### config.mk
export PLATFORM = sky130hd
export DESIGN_NAME = aup_upper_pins
export DESIGN_NICKNAME = d
export VERILOG_FILES = /design/src/rtl/aup_pkg.sv /design/src/rtl/aup_upper_pins.sv
export SDC_FILE = /design/constraint.sdc
export NUM_CORES = 1
export LEC_CHECK = 0
export BUFFER_PORTS_ARGS = -buffer_cell sky130_fd_sc_hd__buf_2
export CAP_MARGIN = 10
export CORE_ASPECT_RATIO = 0.7
export CORE_MARGIN = 4
export CORE_UTILIZATION = 44
export CTS_CLUSTER_DIAMETER = 40
export DETAILED_ROUTE_END_ITERATION = 8
export PLACE_DENSITY = 0.72
export SYNTH_ARGS = -nofsm -noshare
export SYNTH_HDL_FRONTEND = slang
export SYNTH_SLANG_ARGS = --single-unit
export TNS_END_PERCENT = 50
### constraint.sdc
create_clock -name mclk_in -period 1.8 [get_ports mclk_in]
set_input_delay 0.36 -clock mclk_in [delete_from_list [all_inputs] [get_ports mclk_in]]
set_output_delay 0.36 -clock mclk_in [all_outputs]
set_load 0.01 [all_outputs]
### src/rtl/aup_pkg.sv
// Function
// RL1: Modes 0, 1, 2 drive upper pins as parallel result bits 12 to 17.
// RL2: Serial master mode drives a frame marker alongside the internal data clock.
// RL3: Marker polarity low: marker high from read start while serial data valid.
// RL4: Marker polarity high: marker low from read start while serial data valid.
// RL5: Serial slave: unfinished read discards result and pulses the read-error flag high.
// RL6: Serial mode, source select low: range and settings come from serial register.
// RL7: Source select high: settings come from dedicated pins, serial register ignored.
// RL8: Host shifts configuration MSB first; device latches each bit on configuration clock.
// RL9: Edge inversion input chooses which configuration clock edge samples data.
// RL10: Configuration bits accepted only while the port select is active.
// RL11: Busy rises at conversion start, holds until result latched; the code also drops busy when a slave read error discards the result.
// RL12: Host may use busy falling edge as a data-ready strobe.
// RL13: Unsigned range: wide select low gives 0 to 5 V, high gives 0 to 10 V.
// RL14: Edge inversion low uses rising clock edges, high uses falling edges.
// RL15: Reset aborts conversion, zeroes data outputs, clears serial configuration register.
// RL16: Configuration port ignored in parallel modes or with hardware source selected.
package aup_pkg;
   // Widths
   localparam int RES_W = 18;
   localparam int UP_LO = 12;
   localparam int UP_W = 6;
   localparam int CFG_W = 12;
   localparam int CFG_OTHER_W = 10;
   localparam int CFG_SIGNED_BIT = 11;
   localparam int CFG_WIDE_BIT = 10;
   localparam int IRQ_W = 3;
   // Interface modes
   localparam logic [1:0] MODE_SERIAL = 2'h3;
   // Upper pin positions
   localparam int PIN_MARKER = 0;
   localparam int PIN_RDERR = 1;
   // Interrupt bit positions
   localparam int IRQ_CONV_DONE = 0;
   localparam int IRQ_READ_ERR = 1;
   localparam int IRQ_CFG_LOAD = 2;
   // Register byte offsets
   localparam logic [7:0] REG_CTRL = 8'h00;
   localparam logic [7:0] REG_STATUS = 8'h04;
   localparam logic [7:0] REG_IRQ_STAT = 8'h08;
   localparam logic [7:0] REG_IRQ_CLR = 8'h0C;
   localparam logic [7:0] REG_IRQ_EN = 8'h10;
   localparam logic [7:0] REG_CFG = 8'h14;
   localparam logic [7:0] REG_RESULT = 8'h18;
   localparam int CTRL_HOLD_BIT = 0;
   // AHB encodings
   localparam logic [1:0] HTRANS_NONSEQ = 2'h2;
   localparam logic [2:0] HSIZE_WORD = 3'h2;
   // Timing: read-error pulse width
   localparam int CLK_PERIOD_NS = 100;
   localparam int ERR_PULSE_NS = 200;
   localparam int ERR_PULSE_CYC_I = (ERR_PULSE_NS + CLK_PERIOD_NS - 1) / CLK_PERIOD_NS;
   localparam logic [1:0] ERR_PULSE_CYC = 2'(ERR_PULSE_CYC_I);
   localparam logic [3:0] CFG_W_CNT = 4'(CFG_W);

   // Pin levels from outside the clock domain
   typedef struct packed {
      logic [1:0] mode;
      logic clock_source_select;
      logic frame_marker_polarity;
      logic config_source_select;
      logic cfg_serial_in;
      logic cfg_serial_clock;
      logic cfg_port_select_b;
      logic serial_edge_invert;
      logic wide_range_select;
      logic signed_range_select;
   } aup_pins_t;

   // Active input range
   typedef struct packed {
      logic signed_sel;
      logic wide_sel;
   } aup_range_t;

   // Whole block state
   typedef struct packed {
      aup_pins_t s1;
      aup_pins_t s2;
      logic clk_prev;
      logic sel_prev_b;
      logic [CFG_W-1:0] shift;
      logic [3:0] bit_cnt;
      logic [CFG_W-1:0] cfg;
      logic busy;
      logic [RES_W-1:0] result;
      logic rd_open;
      logic [1:0] err_cnt;
      logic hold;
      logic [IRQ_W-1:0] irq_stat;
      logic [IRQ_W-1:0] irq_en;
      logic wr_pend;
      logic [7:0] wr_addr;
      logic [31:0] rdata;
   } aup_state_t;
endpackage

### src/rtl/aup_upper_pins.sv
`timescale 1ns/100ps
module aup_upper_pins import aup_pkg::*; (
   // Clock and reset
   input wire logic mclk_in,
   input wire logic rst_b_in,
   // Mode and configuration pins (asynchronous)
   input wire logic [1:0] mode_in,
   input wire logic clock_source_select_in,
   input wire logic frame_marker_polarity_in,
   input wire logic config_source_select_in,
   input wire logic cfg_serial_in,
   input wire logic cfg_serial_clock_in,
   input wire logic cfg_port_select_b_in,
   input wire logic serial_edge_invert_in,
   input wire logic wide_range_select_in,
   input wire logic signed_range_select_in,
   // Converter core events (same clock)
   input wire logic conv_start_in,
   input wire logic conv_done_in,
   input wire logic [RES_W-1:0] conv_result_in,
   input wire logic read_seq_active_in,
   input wire logic slave_read_start_in,
   input wire logic slave_read_done_in,
   // Upper pins and status
   output logic [UP_W-1:0] upper_pin_out,
   output logic [UP_W-1:0] upper_pin_oe_out,
   output logic conv_busy_out,
   output aup_range_t range_out,
   output logic [CFG_OTHER_W-1:0] cfg_settings_out,
   output logic result_discard_out,
   output logic irq_out,
   // AHB-Lite slave
   input wire logic hsel,
   input wire logic [31:0] haddr,
   input wire logic [1:0] htrans,
   input wire logic hwrite,
   input wire logic [2:0] hsize,
   input wire logic [31:0] hwdata,
   input wire logic hready,
   output logic hreadyout,
   output logic hresp,
   output logic [31:0] hrdata
);

   aup_state_t q;
   aup_state_t d;
   aup_pins_t pins_raw;
   logic serial;
   logic master;
   logic slave;
   logic use_sw;
   logic port_en;
   logic clk_rise;
   logic clk_fall;
   logic cfg_edge;
   logic sel_release;
   logic start_ok;
   logic read_err;
   logic [IRQ_W-1:0] ev;
   logic [IRQ_W-1:0] clr;
   logic addr_ok;
   logic [31:0] rd_mux;

   // Gather pin levels for the synchroniser
   assign pins_raw = '{mode: mode_in,
                       clock_source_select: clock_source_select_in,
                       frame_marker_polarity: frame_marker_polarity_in,
                       config_source_select: config_source_select_in,
                       cfg_serial_in: cfg_serial_in,
                       cfg_serial_clock: cfg_serial_clock_in,
                       cfg_port_select_b: cfg_port_select_b_in,
                       serial_edge_invert: serial_edge_invert_in,
                       wide_range_select: wide_range_select_in,
                       signed_range_select: signed_range_select_in};

   // Mode decode from synchronised pins
   assign serial = (q.s2.mode == MODE_SERIAL);
   assign master = serial && !q.s2.clock_source_select; // RL2
   assign slave = serial && q.s2.clock_source_select;
   assign use_sw = serial && !q.s2.config_source_select; // RL6 RL7
   // Port dead in parallel modes or hardware source
   assign port_en = use_sw && !q.s2.cfg_port_select_b; // RL10 RL16

   // Configuration clock edges, seen by the system clock
   assign clk_rise = q.s2.cfg_serial_clock && !q.clk_prev;
   assign clk_fall = !q.s2.cfg_serial_clock && q.clk_prev;
   assign cfg_edge = q.s2.serial_edge_invert ? clk_fall : clk_rise; // RL9 RL14
   assign sel_release = q.s2.cfg_port_select_b && !q.sel_prev_b;

   // Conversion bookkeeping
   assign start_ok = conv_start_in && !q.hold;
   // A slave read still open when the next result lands is lost
   assign read_err = slave && q.rd_open && conv_done_in && !slave_read_done_in; // RL5

   // AHB address phase qualifier
   assign addr_ok = hsel && hready && (htrans == HTRANS_NONSEQ) && (hsize == HSIZE_WORD);
   assign clr = (q.wr_pend && q.wr_addr == REG_IRQ_CLR) ? hwdata[IRQ_W-1:0] : '0;

   // Read data for the address phase
   always_comb begin
      rd_mux = '0;
      unique case (haddr[7:0])
         REG_CTRL: rd_mux[CTRL_HOLD_BIT] = q.hold;
         REG_STATUS: rd_mux = {20'h00000, q.err_cnt != '0, q.rd_open, master, slave,
                               use_sw, q.s2.mode, range_out.signed_sel, range_out.wide_sel,
                               q.busy, q.bit_cnt == CFG_W_CNT, serial};
         REG_IRQ_STAT: rd_mux[IRQ_W-1:0] = q.irq_stat;
         REG_IRQ_EN: rd_mux[IRQ_W-1:0] = q.irq_en;
         REG_CFG: rd_mux[CFG_W-1:0] = q.cfg;
         REG_RESULT: rd_mux[RES_W-1:0] = q.result;
         default: rd_mux = '0;
      endcase
   end

   // Next state of the whole block
   always_comb begin
      d = q;
      ev = '0;
      // Two-stage synchroniser on every pin
      d.s1 = pins_raw;
      d.s2 = q.s1;
      d.clk_prev = q.s2.cfg_serial_clock;
      d.sel_prev_b = q.s2.cfg_port_select_b;

      // Configuration shifter, MSB first
      if (!port_en) begin
         d.bit_cnt = '0;
      end else if (cfg_edge) begin
         d.shift = {q.shift[CFG_W-2:0], q.s2.cfg_serial_in}; // RL8
         if (q.bit_cnt != 4'hF) begin
            d.bit_cnt = q.bit_cnt + 4'h1;
         end
      end
      // Frame commits on select release; short or long frames are dropped
      if (use_sw && sel_release && q.bit_cnt == CFG_W_CNT) begin
         d.cfg = q.shift; // RL8
         ev[IRQ_CFG_LOAD] = 1'b1;
      end

      // Busy from start to conversion done, whether the result is latched or discarded
      if (conv_done_in) begin
         d.busy = 1'b0; // RL11
         if (!read_err) begin
            d.result = conv_result_in;
            ev[IRQ_CONV_DONE] = 1'b1;
         end
      end
      if (start_ok) begin
         d.busy = 1'b1; // RL11
      end

      // Slave read tracking and error pulse
      if (read_err) begin
         d.rd_open = 1'b0;
         d.err_cnt = ERR_PULSE_CYC; // RL5
         ev[IRQ_READ_ERR] = 1'b1;
      end else if (slave_read_done_in || !slave) begin
         d.rd_open = 1'b0;
      end else if (slave_read_start_in) begin
         d.rd_open = 1'b1;
      end
      if (!read_err && q.err_cnt != '0) begin
         d.err_cnt = q.err_cnt - 2'h1;
      end

      // Register writes in the data phase
      d.wr_pend = addr_ok && hwrite;
      d.wr_addr = haddr[7:0];
      d.rdata = (addr_ok && !hwrite) ? rd_mux : q.rdata;
      if (q.wr_pend) begin
         unique case (q.wr_addr)
            REG_CTRL: d.hold = hwdata[CTRL_HOLD_BIT];
            REG_IRQ_EN: d.irq_en = hwdata[IRQ_W-1:0];
            default: d.hold = q.hold;
         endcase
      end
      // New events win over a clear in the same cycle
      d.irq_stat = (q.irq_stat & ~clr) | ev;
   end

   // State register; reset clears config and result, aborts conversion
   always_ff @(posedge mclk_in or negedge rst_b_in) begin
      if (!rst_b_in) begin
         q <= '0; // RL15
      end else begin
         q <= d;
      end
   end

   // Effective range from serial register or dedicated pins
   always_comb begin
      if (use_sw) begin
         range_out.signed_sel = q.cfg[CFG_SIGNED_BIT]; // RL6
         range_out.wide_sel = q.cfg[CFG_WIDE_BIT];
         cfg_settings_out = q.cfg[CFG_OTHER_W-1:0];
      end else begin
         range_out.signed_sel = q.s2.signed_range_select; // RL7
         range_out.wide_sel = q.s2.wide_range_select; // RL13
         cfg_settings_out = '0;
      end
   end

   // Upper pin drive per interface mode
   always_comb begin
      upper_pin_out = '0;
      upper_pin_oe_out = '0;
      if (!serial) begin
         upper_pin_out = q.result[UP_LO +: UP_W]; // RL1
         upper_pin_oe_out = '1;
      end else if (master) begin
         // Marker is active level while a read is running
         upper_pin_out[PIN_MARKER] = read_seq_active_in ^ q.s2.frame_marker_polarity; // RL3 RL4
         upper_pin_oe_out[PIN_MARKER] = 1'b1; // RL2
      end else begin
         upper_pin_out[PIN_RDERR] = q.err_cnt != '0; // RL5
         upper_pin_oe_out[PIN_RDERR] = 1'b1;
      end
   end

   // Remaining outputs
   assign conv_busy_out = q.busy; // RL12
   assign result_discard_out = read_err;
   assign irq_out = |(q.irq_stat & q.irq_en);
   assign hreadyout = 1'b1;
   assign hresp = 1'b0;
   assign hrdata = q.rdata;

   // Parallel modes mirror the stored upper result bits
   AST_PAR_BITS: assert property (@(posedge mclk_in) disable iff (!rst_b_in)
      q.s2.mode != MODE_SERIAL |-> upper_pin_out == q.result[17:12] && &upper_pin_oe_out)
      else $error("upper pins do not carry result bits"); // RL1
   // Marker driven only in master serial mode
   AST_MARKER_OE: assert property (@(posedge mclk_in) disable iff (!rst_b_in)
      q.s2.mode == MODE_SERIAL |-> upper_pin_oe_out[PIN_MARKER] == !q.s2.clock_source_select)
      else $error("marker enable wrong"); // RL2
   // Marker level for normal polarity
   AST_MARKER_LOW_POL: assert property (@(posedge mclk_in) disable iff (!rst_b_in)
      master && !q.s2.frame_marker_polarity |-> upper_pin_out[0] == read_seq_active_in)
      else $error("marker not high during read"); // RL3
   // Marker level for inverted polarity
   AST_MARKER_HIGH_POL: assert property (@(posedge mclk_in) disable iff (!rst_b_in)
      master && q.s2.frame_marker_polarity |-> upper_pin_out[0] == !read_seq_active_in)
      else $error("marker not low during read"); // RL4
   // Lost read gives a two-cycle error pulse and no new result
   AST_READ_ERR: assert property (@(posedge mclk_in) disable iff (!rst_b_in)
      read_err && !start_ok |=> $stable(q.result) ##0 (q.err_cnt != 2'h0) [*2])
      else $error("read error pulse wrong"); // RL5
   // Serial register drives range when software source selected
   AST_SW_RANGE: assert property (@(posedge mclk_in) disable iff (!rst_b_in)
      use_sw |-> range_out.wide_sel == q.cfg[10] && range_out.signed_sel == q.cfg[11])
      else $error("software range not used"); // RL6
   // Pin drives wide range select otherwise
   AST_HW_RANGE: assert property (@(posedge mclk_in) disable iff (!rst_b_in)
      !use_sw |-> range_out.wide_sel == q.s2.wide_range_select)
      else $error("hardware range not used"); // RL7 RL13
   // Each accepted edge shifts the sampled bit in at the bottom
   AST_SHIFT_MSB: assert property (@(posedge mclk_in) disable iff (!rst_b_in)
      port_en && cfg_edge |=> q.shift == {$past(q.shift[10:0]), $past(q.s2.cfg_serial_in)})
      else $error("config shift wrong"); // RL8
   // Inversion high: a rising configuration clock edge does not shift
   AST_EDGE_SEL: assert property (@(posedge mclk_in) disable iff (!rst_b_in)
      port_en && q.s2.serial_edge_invert && clk_rise |=> $stable(q.shift))
      else $error("wrong config clock edge"); // RL9 RL14
   // Port ignored when deselected or hardware configured
   AST_PORT_OFF: assert property (@(posedge mclk_in) disable iff (!rst_b_in)
      !port_en |=> q.bit_cnt == 4'h0 && $stable(q.shift))
      else $error("config port not ignored"); // RL10 RL16
   // Busy spans start to done
   AST_BUSY: assert property (@(posedge mclk_in) disable iff (!rst_b_in)
      start_ok |=> q.busy)
      else $error("busy not raised"); // RL11
   // Busy only drops on a completed conversion
   AST_BUSY_HOLD: assert property (@(posedge mclk_in) disable iff (!rst_b_in)
      q.busy && !conv_done_in |=> q.busy)
      else $error("busy dropped early"); // RL11
   // Completed conversion latches result and clears busy
   AST_DONE: assert property (@(posedge mclk_in) disable iff (!rst_b_in)
      conv_done_in && !start_ok && !read_err |=> !q.busy && q.result == $past(conv_result_in))
      else $error("result not latched"); // RL11 RL12

endmodule // aup_upper_pins

==> impl_results.md, run 1 <==
- Status: complete, but fails checks
- Violated checks: negative setup slack
- Seq/Total Area, Yosys: 56.51%
- Slew margin rel.: approximately three fifths
- R2R setup slack: 0 ns
- Crit end category: output pin
- Skew final: around 0.0070 ns
- DR vias: between 3000 and 4000
- Arrival @ worst endpoint: 1.48 ns
- Max-Cap Viols: 0
- Synth top area share: approximately 57%
- Total negative slack: -0.3540 ns
- Fill cell count: around 900
- Setup-failing EPs final: 13
- Critical Path Start Type: flip-flop
- RSZ-0062 raised after global routing: yes
- Minimum clock period: about 1.8 ns
- R2R cell count: 5
- Clock sink count: about 110
- Dominant synthesized flop cell: dfrtp_1
- CTS tree: built
- FFs w/ async S/R, synth: 100.0%
- Largest net degree at the start of global routing: 109
- Layout cells sized above 1: 42.53%
- Clock-pin slew on the worst setup and hold paths: ~0.070 ns
- Gr usage total: between 15 and 20%
- DRC violations left: 0
- Via/cell ratio: between 5 and 6
- Endpoints failing hold: 0
- Max H-tree Level: 3
- Initial antenna violation count: 0
- Crit-path leading delay family: flip-flops
- Wire per inst: approximately 18 um
- Number of flops mapped to enable cells by yosys: 0
- CTS max path bufs: 2
- 1st-pass router iterations: 4
- Critical-path maximum fanout: 5
- Slew @ Worst Pin: around 0.58 ns
- Seq cells post-synth: 108
- GP Congestion: 0.8699
- Final setup margin: -0.04080 ns
- Ranking of synthesized cells by area: dfrtp_1, mux2_2, buf_4
- Routed Antenna Nets: 0
- Area leader, netlist: dfrtp_1
- Worst reg2reg startpoint: q[106]
- Crit path kind: reg -> out
- First-pass GRT wire length: between 15000 and 20000 um
- Worst path required time: about 1.4 ns
- Core Region: approximately 0.010 mm^2
- Vias in the first global route: around 3300
- Die W: approximately 130 um
- Power per cell area: 923.5 mW/mm^2
- DP HPWL: ~7800 um
- Die area: ~0.013 mm^2
- Area delta synth->final: 21.14%
- Peak supply drop: 0.0005389 V
- Mapped Area: between 0.004 and 0.005 mm^2
- Clock root buffer: clkbuf_16
- Starting DRT DRC Count: roughly 200
- Worst-path cell chain: and3b_2 -> buf_6 -> and2_4 -> buf_2
- R2r endpoint: q[76]
- Initial Util: between 40% and 50%
- Slowest cell on crit path: dfrtp_2
- YS warnings: 0
- Crit-path max cell delay: around 0.45 ns
- Synth cell types: 60
- Num CTS Buffers: 9
- Ant diodes: 0
- Net count, final: between 500 and 600
- I/O Buffers: 99
- Routed wire length: 10890 um
- Die Y: ~95 um
- Post-Syn Instances: 377
- Num ports: 169
- Hold Crit Class: in -> async
- Grt total ovfl: 0
- Period utilisation layout: 102.3%
- Post-CTS Hold Buffers: 0
- Mean post-synth cell area: around 13 um^2
- Pleak: about 2.8 nW
- WHS: 0.06978 ns
- Standard-cell rows: 31
- Pins Over Slew Limit: 0
- Latest clock arrival within the worst-skew pair: between 0.3 and 0.4 ns
- Bufs and invs on worst path: 2
- Fmax: 543.2 MHz
==> registers in the layout, indices dropped and copies added, names as in the netlist <==
name / count
conv_busy_out: 1
q: 76
d: 13
hrdata: 18
==> per-layer routing <==
layer | global-route usage [%] | wire (um)
met5 | 0 | 0
met4 | 4.498 | 136
met3 | 5.696 | 793
met2 | 27.12 | 4901
met1 | 24.80 | 5060
==> area by class of cell <==
| class | count | area [um^2] | area share (%) |
|---|---|---|---|
| clock buffer | 13 | 280.3 | 4.838 |
| clock inverter | 3 | 42.54 | 0.7343 |
| inverter | 11 | 41.29 | 0.7127 |
| multi-input combinational | 220 | 1810 | 31.25 |
| sequential | 108 | 2705 | 46.70 |
| tap | 132 | 165.2 | 2.851 |
| timing repair buffer | 120 | 748.2 | 12.92 |
==> what timing repair did <==
action,in CTS,in global routing
gates cloned,0,1
gates resized for setup,7,39
buffers inserted,3,0
setup endpoints to repair,15,33
pin swaps,2,1
==> cells in the mapped netlist, drive strengths merged (2+ instances only) <==
cell and instances:
conb 2, nand2 16, or4 2, mux2i 3
a21o 2, nand3 8, dfrtp 108, nor2b 2
a2bb2oi 4, nand3b 6, o22a 2, nor3b 2
nand2b 4, xnor2 2, nor2 16, inv 11
o21ai 6, buf 49, clkbuf 3, a21oi 8
a22o 4, o22ai 2, nor3 5, nor4b 3
ha 3, a22oi 7, mux2 50, xor2 2
a32o 6, a31oi 3, nor4 3, and2 14
and3b 2, and3 2
==> where the power goes <==
part / switching (mW) / internal (mW) / leakage, nW / total [mW]
Sequential: 0.0893 / 2.57 / 1.36 / 2.66
Clock: 0.847 / 1.23 / 0.158 / 2.08
Combinational: 0.319 / 0.293 / 1.27 / 0.612
==> placed cells by master (no fill, tap or decap), types with 3 or more instances in the layout <==
cell type,instances
nand2_1,16
mux2_1,10
dfrtp_1,106
buf_2,87
nand3b_1,6
a2bb2oi_1,4
conb_1,16
mux2i_1,3
a22oi_1,7
nand3_1,7
clkbuf_16,9
o21ai_0,4
clkbuf_8,4
nor2_1,16
a32o_1,6
mux2_4,11
and2_4,10
inv_1,11
a31oi_1,3
mux2_2,29
buf_6,14
buf_4,18
and2_1,4
a21oi_1,8
a22o_1,4
nor3_1,4
nand2b_1,3
==> cell families (layout without fill, tap and decap cells) <==
logic type | count (synthesis) | count (layout) | share of synthesized area (%)
and+or+nand+nor | 89 | 89 | 11.93
DFF | 108 | 108 | 56.51
muxes | 54 | 54 | 12.87
AOI/OAI and AO/OA | 54 | 54 | 8.347
buffers and inverters | 63 | 147 | 8.660
other | 2 | 16 | 0.1570
adders and majority gates | 3 | 3 | 0.7850
xor gates and xnor gates | 4 | 4 | 0.7327
==> worst max-delay path by stage <==
| stage | start | to | slack (ns) | cells past startpoint |
|---|---|---|---|---|
| after floorplan | q[109] | q[58] | 0.1 | 6 |
| after global placement | hsize[2] | hrdata[2] | -0.009 | 5 |
| after detailed placement | hsize[2] | hrdata[2] | -0.07 | 5 |
| after CTS | q[109] | cfg_settings_out[4] | -0.05 | 4 |
| after global routing | q[106] | range_out[0] | -0.09 | 3 |
| final | q[110] | cfg_settings_out[1] | -0.04 | 4 |
==> through the flow <==
step | util (%) | power [mW] | area (um^2) | std cells | setup WS (ns)
floorplan | - | 3.060 | 4835 | 391 | 0.09674
global placement | 50.33 | 3.239 | 5271 | 587 | -0.009498
detailed placement | 50.33 | 3.274 | 5271 | 587 | -0.06526
CTS | 53.92 | 5.374 | 5647 | 606 | -0.05216
global route | 55.32 | 5.582 | 5793 | 607 | -0.08772
finish | 55.32 | 5.350 | 5793 | 607 | -0.04080
(Power assumes the default switching activity.)
==> inputs of run 2 (changes only) <==
Settings changed: CORE_MARGIN 4 to 1.
==> impl_results.md, run 2 (same netlist as run 1, synthesis figures left out) <==
- Vias in the first global route: 3118 (was 3278)
- Num ports: 169 (unchanged)
- Register area: 0.002705 mm^2 (unchanged)
- Clock root buffer: clkbuf_16 (unchanged)
- Wire per inst: 17.03 um (was 17.94 um)
- Multi-input gate area: 0.001754 mm^2 (was 0.001810 mm^2)
- Crit end category: output pin (unchanged)
- Minimum clock period: 1.819 ns (was 1.841 ns)
- Worst-path cell chain: nand3b_1 -> mux2_4 -> buf_6 (was and3b_2 -> buf_6 -> and2_4 -> buf_2)
- Max-Cap Viols: 0 (unchanged)
- Final setup margin: -0.01938 ns (was -0.04080 ns)
- Fmax: 549.6 MHz (was 543.2 MHz)
- CTS tree: built (unchanged)
- Status: complete, but fails checks (unchanged)
- RSZ-0062 raised after global routing: yes (unchanged)
- Commonest cells after routing, fill and taps aside: dfrtp_1, buf_2, mux2_2 (unchanged)
- Critical Path Start Type: flip-flop (unchanged)
- Gr usage total: 19.57% (was 17.75%)
- Standard-cell rows: 31 (unchanged)
- Arrival @ worst endpoint: 1.46 ns (was 1.48 ns)
- Crit path kind: reg -> out (unchanged)
- Initial Util: 45.66% (unchanged)
- I/O Buffers: 99 (unchanged)
- Max H-tree Level: 3 (unchanged)
- Setup-failing EPs final: 8 (was 13)
- Cell Int Power: 3.968 mW (was 4.095 mW)
- Latest clock arrival within the worst-skew pair: 0.35 ns (was 0.34 ns)
- Bufs and invs on worst path: 1 (was 2)
- Violated checks: negative setup slack (unchanged)
- GP Congestion: 0.8061 (was 0.8699)
- DRC violations left: 0 (unchanged)
- Placed Cells: 589 (was 587)
- Worst path required time: 1.44 ns (about the same)
- Critical-path maximum fanout: 5 (unchanged)
- Sw Ratio: 24.34% (was 23.47%)
- Crit-path max cell delay: 0.46 ns (was 0.45 ns)
- Power per cell area: 915.7 mW/mm^2 (was 923.5 mW/mm^2)
- CTS max path bufs: 2 (unchanged)
- Endpoints failing hold: 0 (unchanged)
- Largest register FFs: 76 (unchanged)
- Peak supply drop: 0.0006676 V (was 0.0005389 V)
- Die W: 126.6 um (was 132.6 um)
- Area delta synth->final: 19.75% (was 21.14%)
- Core Region: 0.01047 mm^2 (unchanged)
- DP HPWL: 7767 um (was 7840 um)
- Clk network pwr share: 38.1% (was 38.8%)
- Clock sink count: 108 (unchanged)
- DP Area: 0.005311 mm^2 (was 0.005271 mm^2)
- First-pass GRT wire length: 16360 um (was 17280 um)
- 1st-pass router iterations: 4 (unchanged)
- WHS: 0.1125 ns (was 0.06978 ns)
- Slowest cell on crit path: dfrtp_2 (unchanged)
- Combinational fraction of design power: 11.0% (was 11.4%)
- Routed wire length: 10390 um (was 10890 um)
- Clock-pin slew on the worst setup and hold paths: 0.07 ns (about the same)
- Largest Register: q (unchanged)
- Period utilisation layout: 101.1% (was 102.3%)
- Initial antenna violation count: 0 (unchanged)
- Net count, final: 584 (was 581)
- Fin area: 0.005727 mm^2 (was 0.005793 mm^2)
- Fill cell count: 884 (was 896)
- Hold Crit Class: in -> reg (was in -> async)
- Largest net degree at the start of global routing: 64 (was 109)
- Skew final: 0.008802 ns (was 0.007012 ns)
- Num CTS Buffers: 9 (unchanged)
- Via/cell ratio: 5.221 (was 5.208)
- Pleak: 2.766 nW (was 2.783 nW)
- Starting DRT DRC Count: 197 (was 199)
- Post-route insts no fill: 610 (was 607)
- Register share of total power: 50.8% (was 49.8%)
- Final design utilization: 54.68% (was 55.32%)
- Crit-path leading delay family: flip-flops (unchanged)
- Die area: 0.01130 mm^2 (was 0.01263 mm^2)
- Total negative slack: -0.09818 ns (was -0.3540 ns)
- Ant diodes: 0 (unchanged)
- Pins Over Slew Limit: 0 (unchanged)
- Most common cell after layout, fill and taps aside: dfrtp_1 (unchanged)
- Grt total ovfl: 0 (unchanged)
- Layout cells sized above 1: 40.79% (was 42.53%)
- Die Y: 89.23 um (was 95.23 um)
- P_sw: 1.276 mW (was 1.255 mW)
- Routed Antenna Nets: 0 (unchanged)
- DR vias: 3185 (was 3161)
[run 2: cell types whose count changed in the layout (fill, tap and decap cells not counted), sizes merged]
cell	previous run	this run
buf	120	122
dlygate4sd3	0	1
clkinv	1	2
inv	11	12
clkbuf	13	11
[run 2: path summary, 6_finish.rpt]
kind | to | cells after the start | slack [ns] | startpoint
worst max-delay path | range_out[0] | 3 | -0.02 | q[110]
worst min-delay path | d[110] | 1 | 0.11 | mode_in[1]
worst max register to register | q[45] | 4 | 0.06 | q[33]
worst min register to register | q[102] | 0 | 0.35 | d[102]
max in group asynchronous | q[110] | 3 | 0.71 | rst_b_in
min in group asynchronous | q[40] | 2 | 0.42 | rst_b_in
[run 2: cell type report]
| type | instances | share of cell area (%) |
|---|---|---|
| clock buffers | 11 | 4.239 |
| multi-input cells | 220 | 30.63 |
| clock inverters | 5 | 1.049 |
| flip-flops and latches | 108 | 47.24 |
| well taps | 132 | 2.884 |
| inverters | 11 | 0.7210 |
| repair buffers | 123 | 13.24 |
[run 2: layer usage]
layer | up-vias | track usage (%) | wire length [um]
met4 | 0 | 5.915 | 97
met2 | 105 | 29.98 | 4717
met5 | - | 0 | 0
li1 | 1475 | - | -
met1 | 1596 | 28.00 | 4986
met3 | 9 | 4.548 | 584
[run 2: power by group through the flow]
stage,Clock (mW),Sequential [mW],Combinational [mW]
floorplan,0,2.68,0.383
global placement,0,2.70,0.543
detailed placement,0,2.71,0.562
CTS,2.03,2.67,0.585
global route,2.14,2.68,0.654
finish,2.00,2.67,0.579
[run 2: what timing repair did]
item | CTS | global route
setup endpoints to repair | 19 | 34
pin swaps | 6 | 2
buffers inserted | 1 | 4
endpoints found under the hold margin | 15 | 0
gates cloned | 0 | 0
hold buffers | 1 | 0
gates resized for setup | 15 | 6
[run 2: through the flow]
stage,power (mW),setup WS (ns)
3_5_place_dp,3.271,-0.07194
5_1_grt,5.471,-0.08323
2_1_floorplan,3.060,0.09674
6_report,5.244,-0.01938
3_3_place_gp,3.243,-0.01017
4_1_cts,5.278,-0.03595
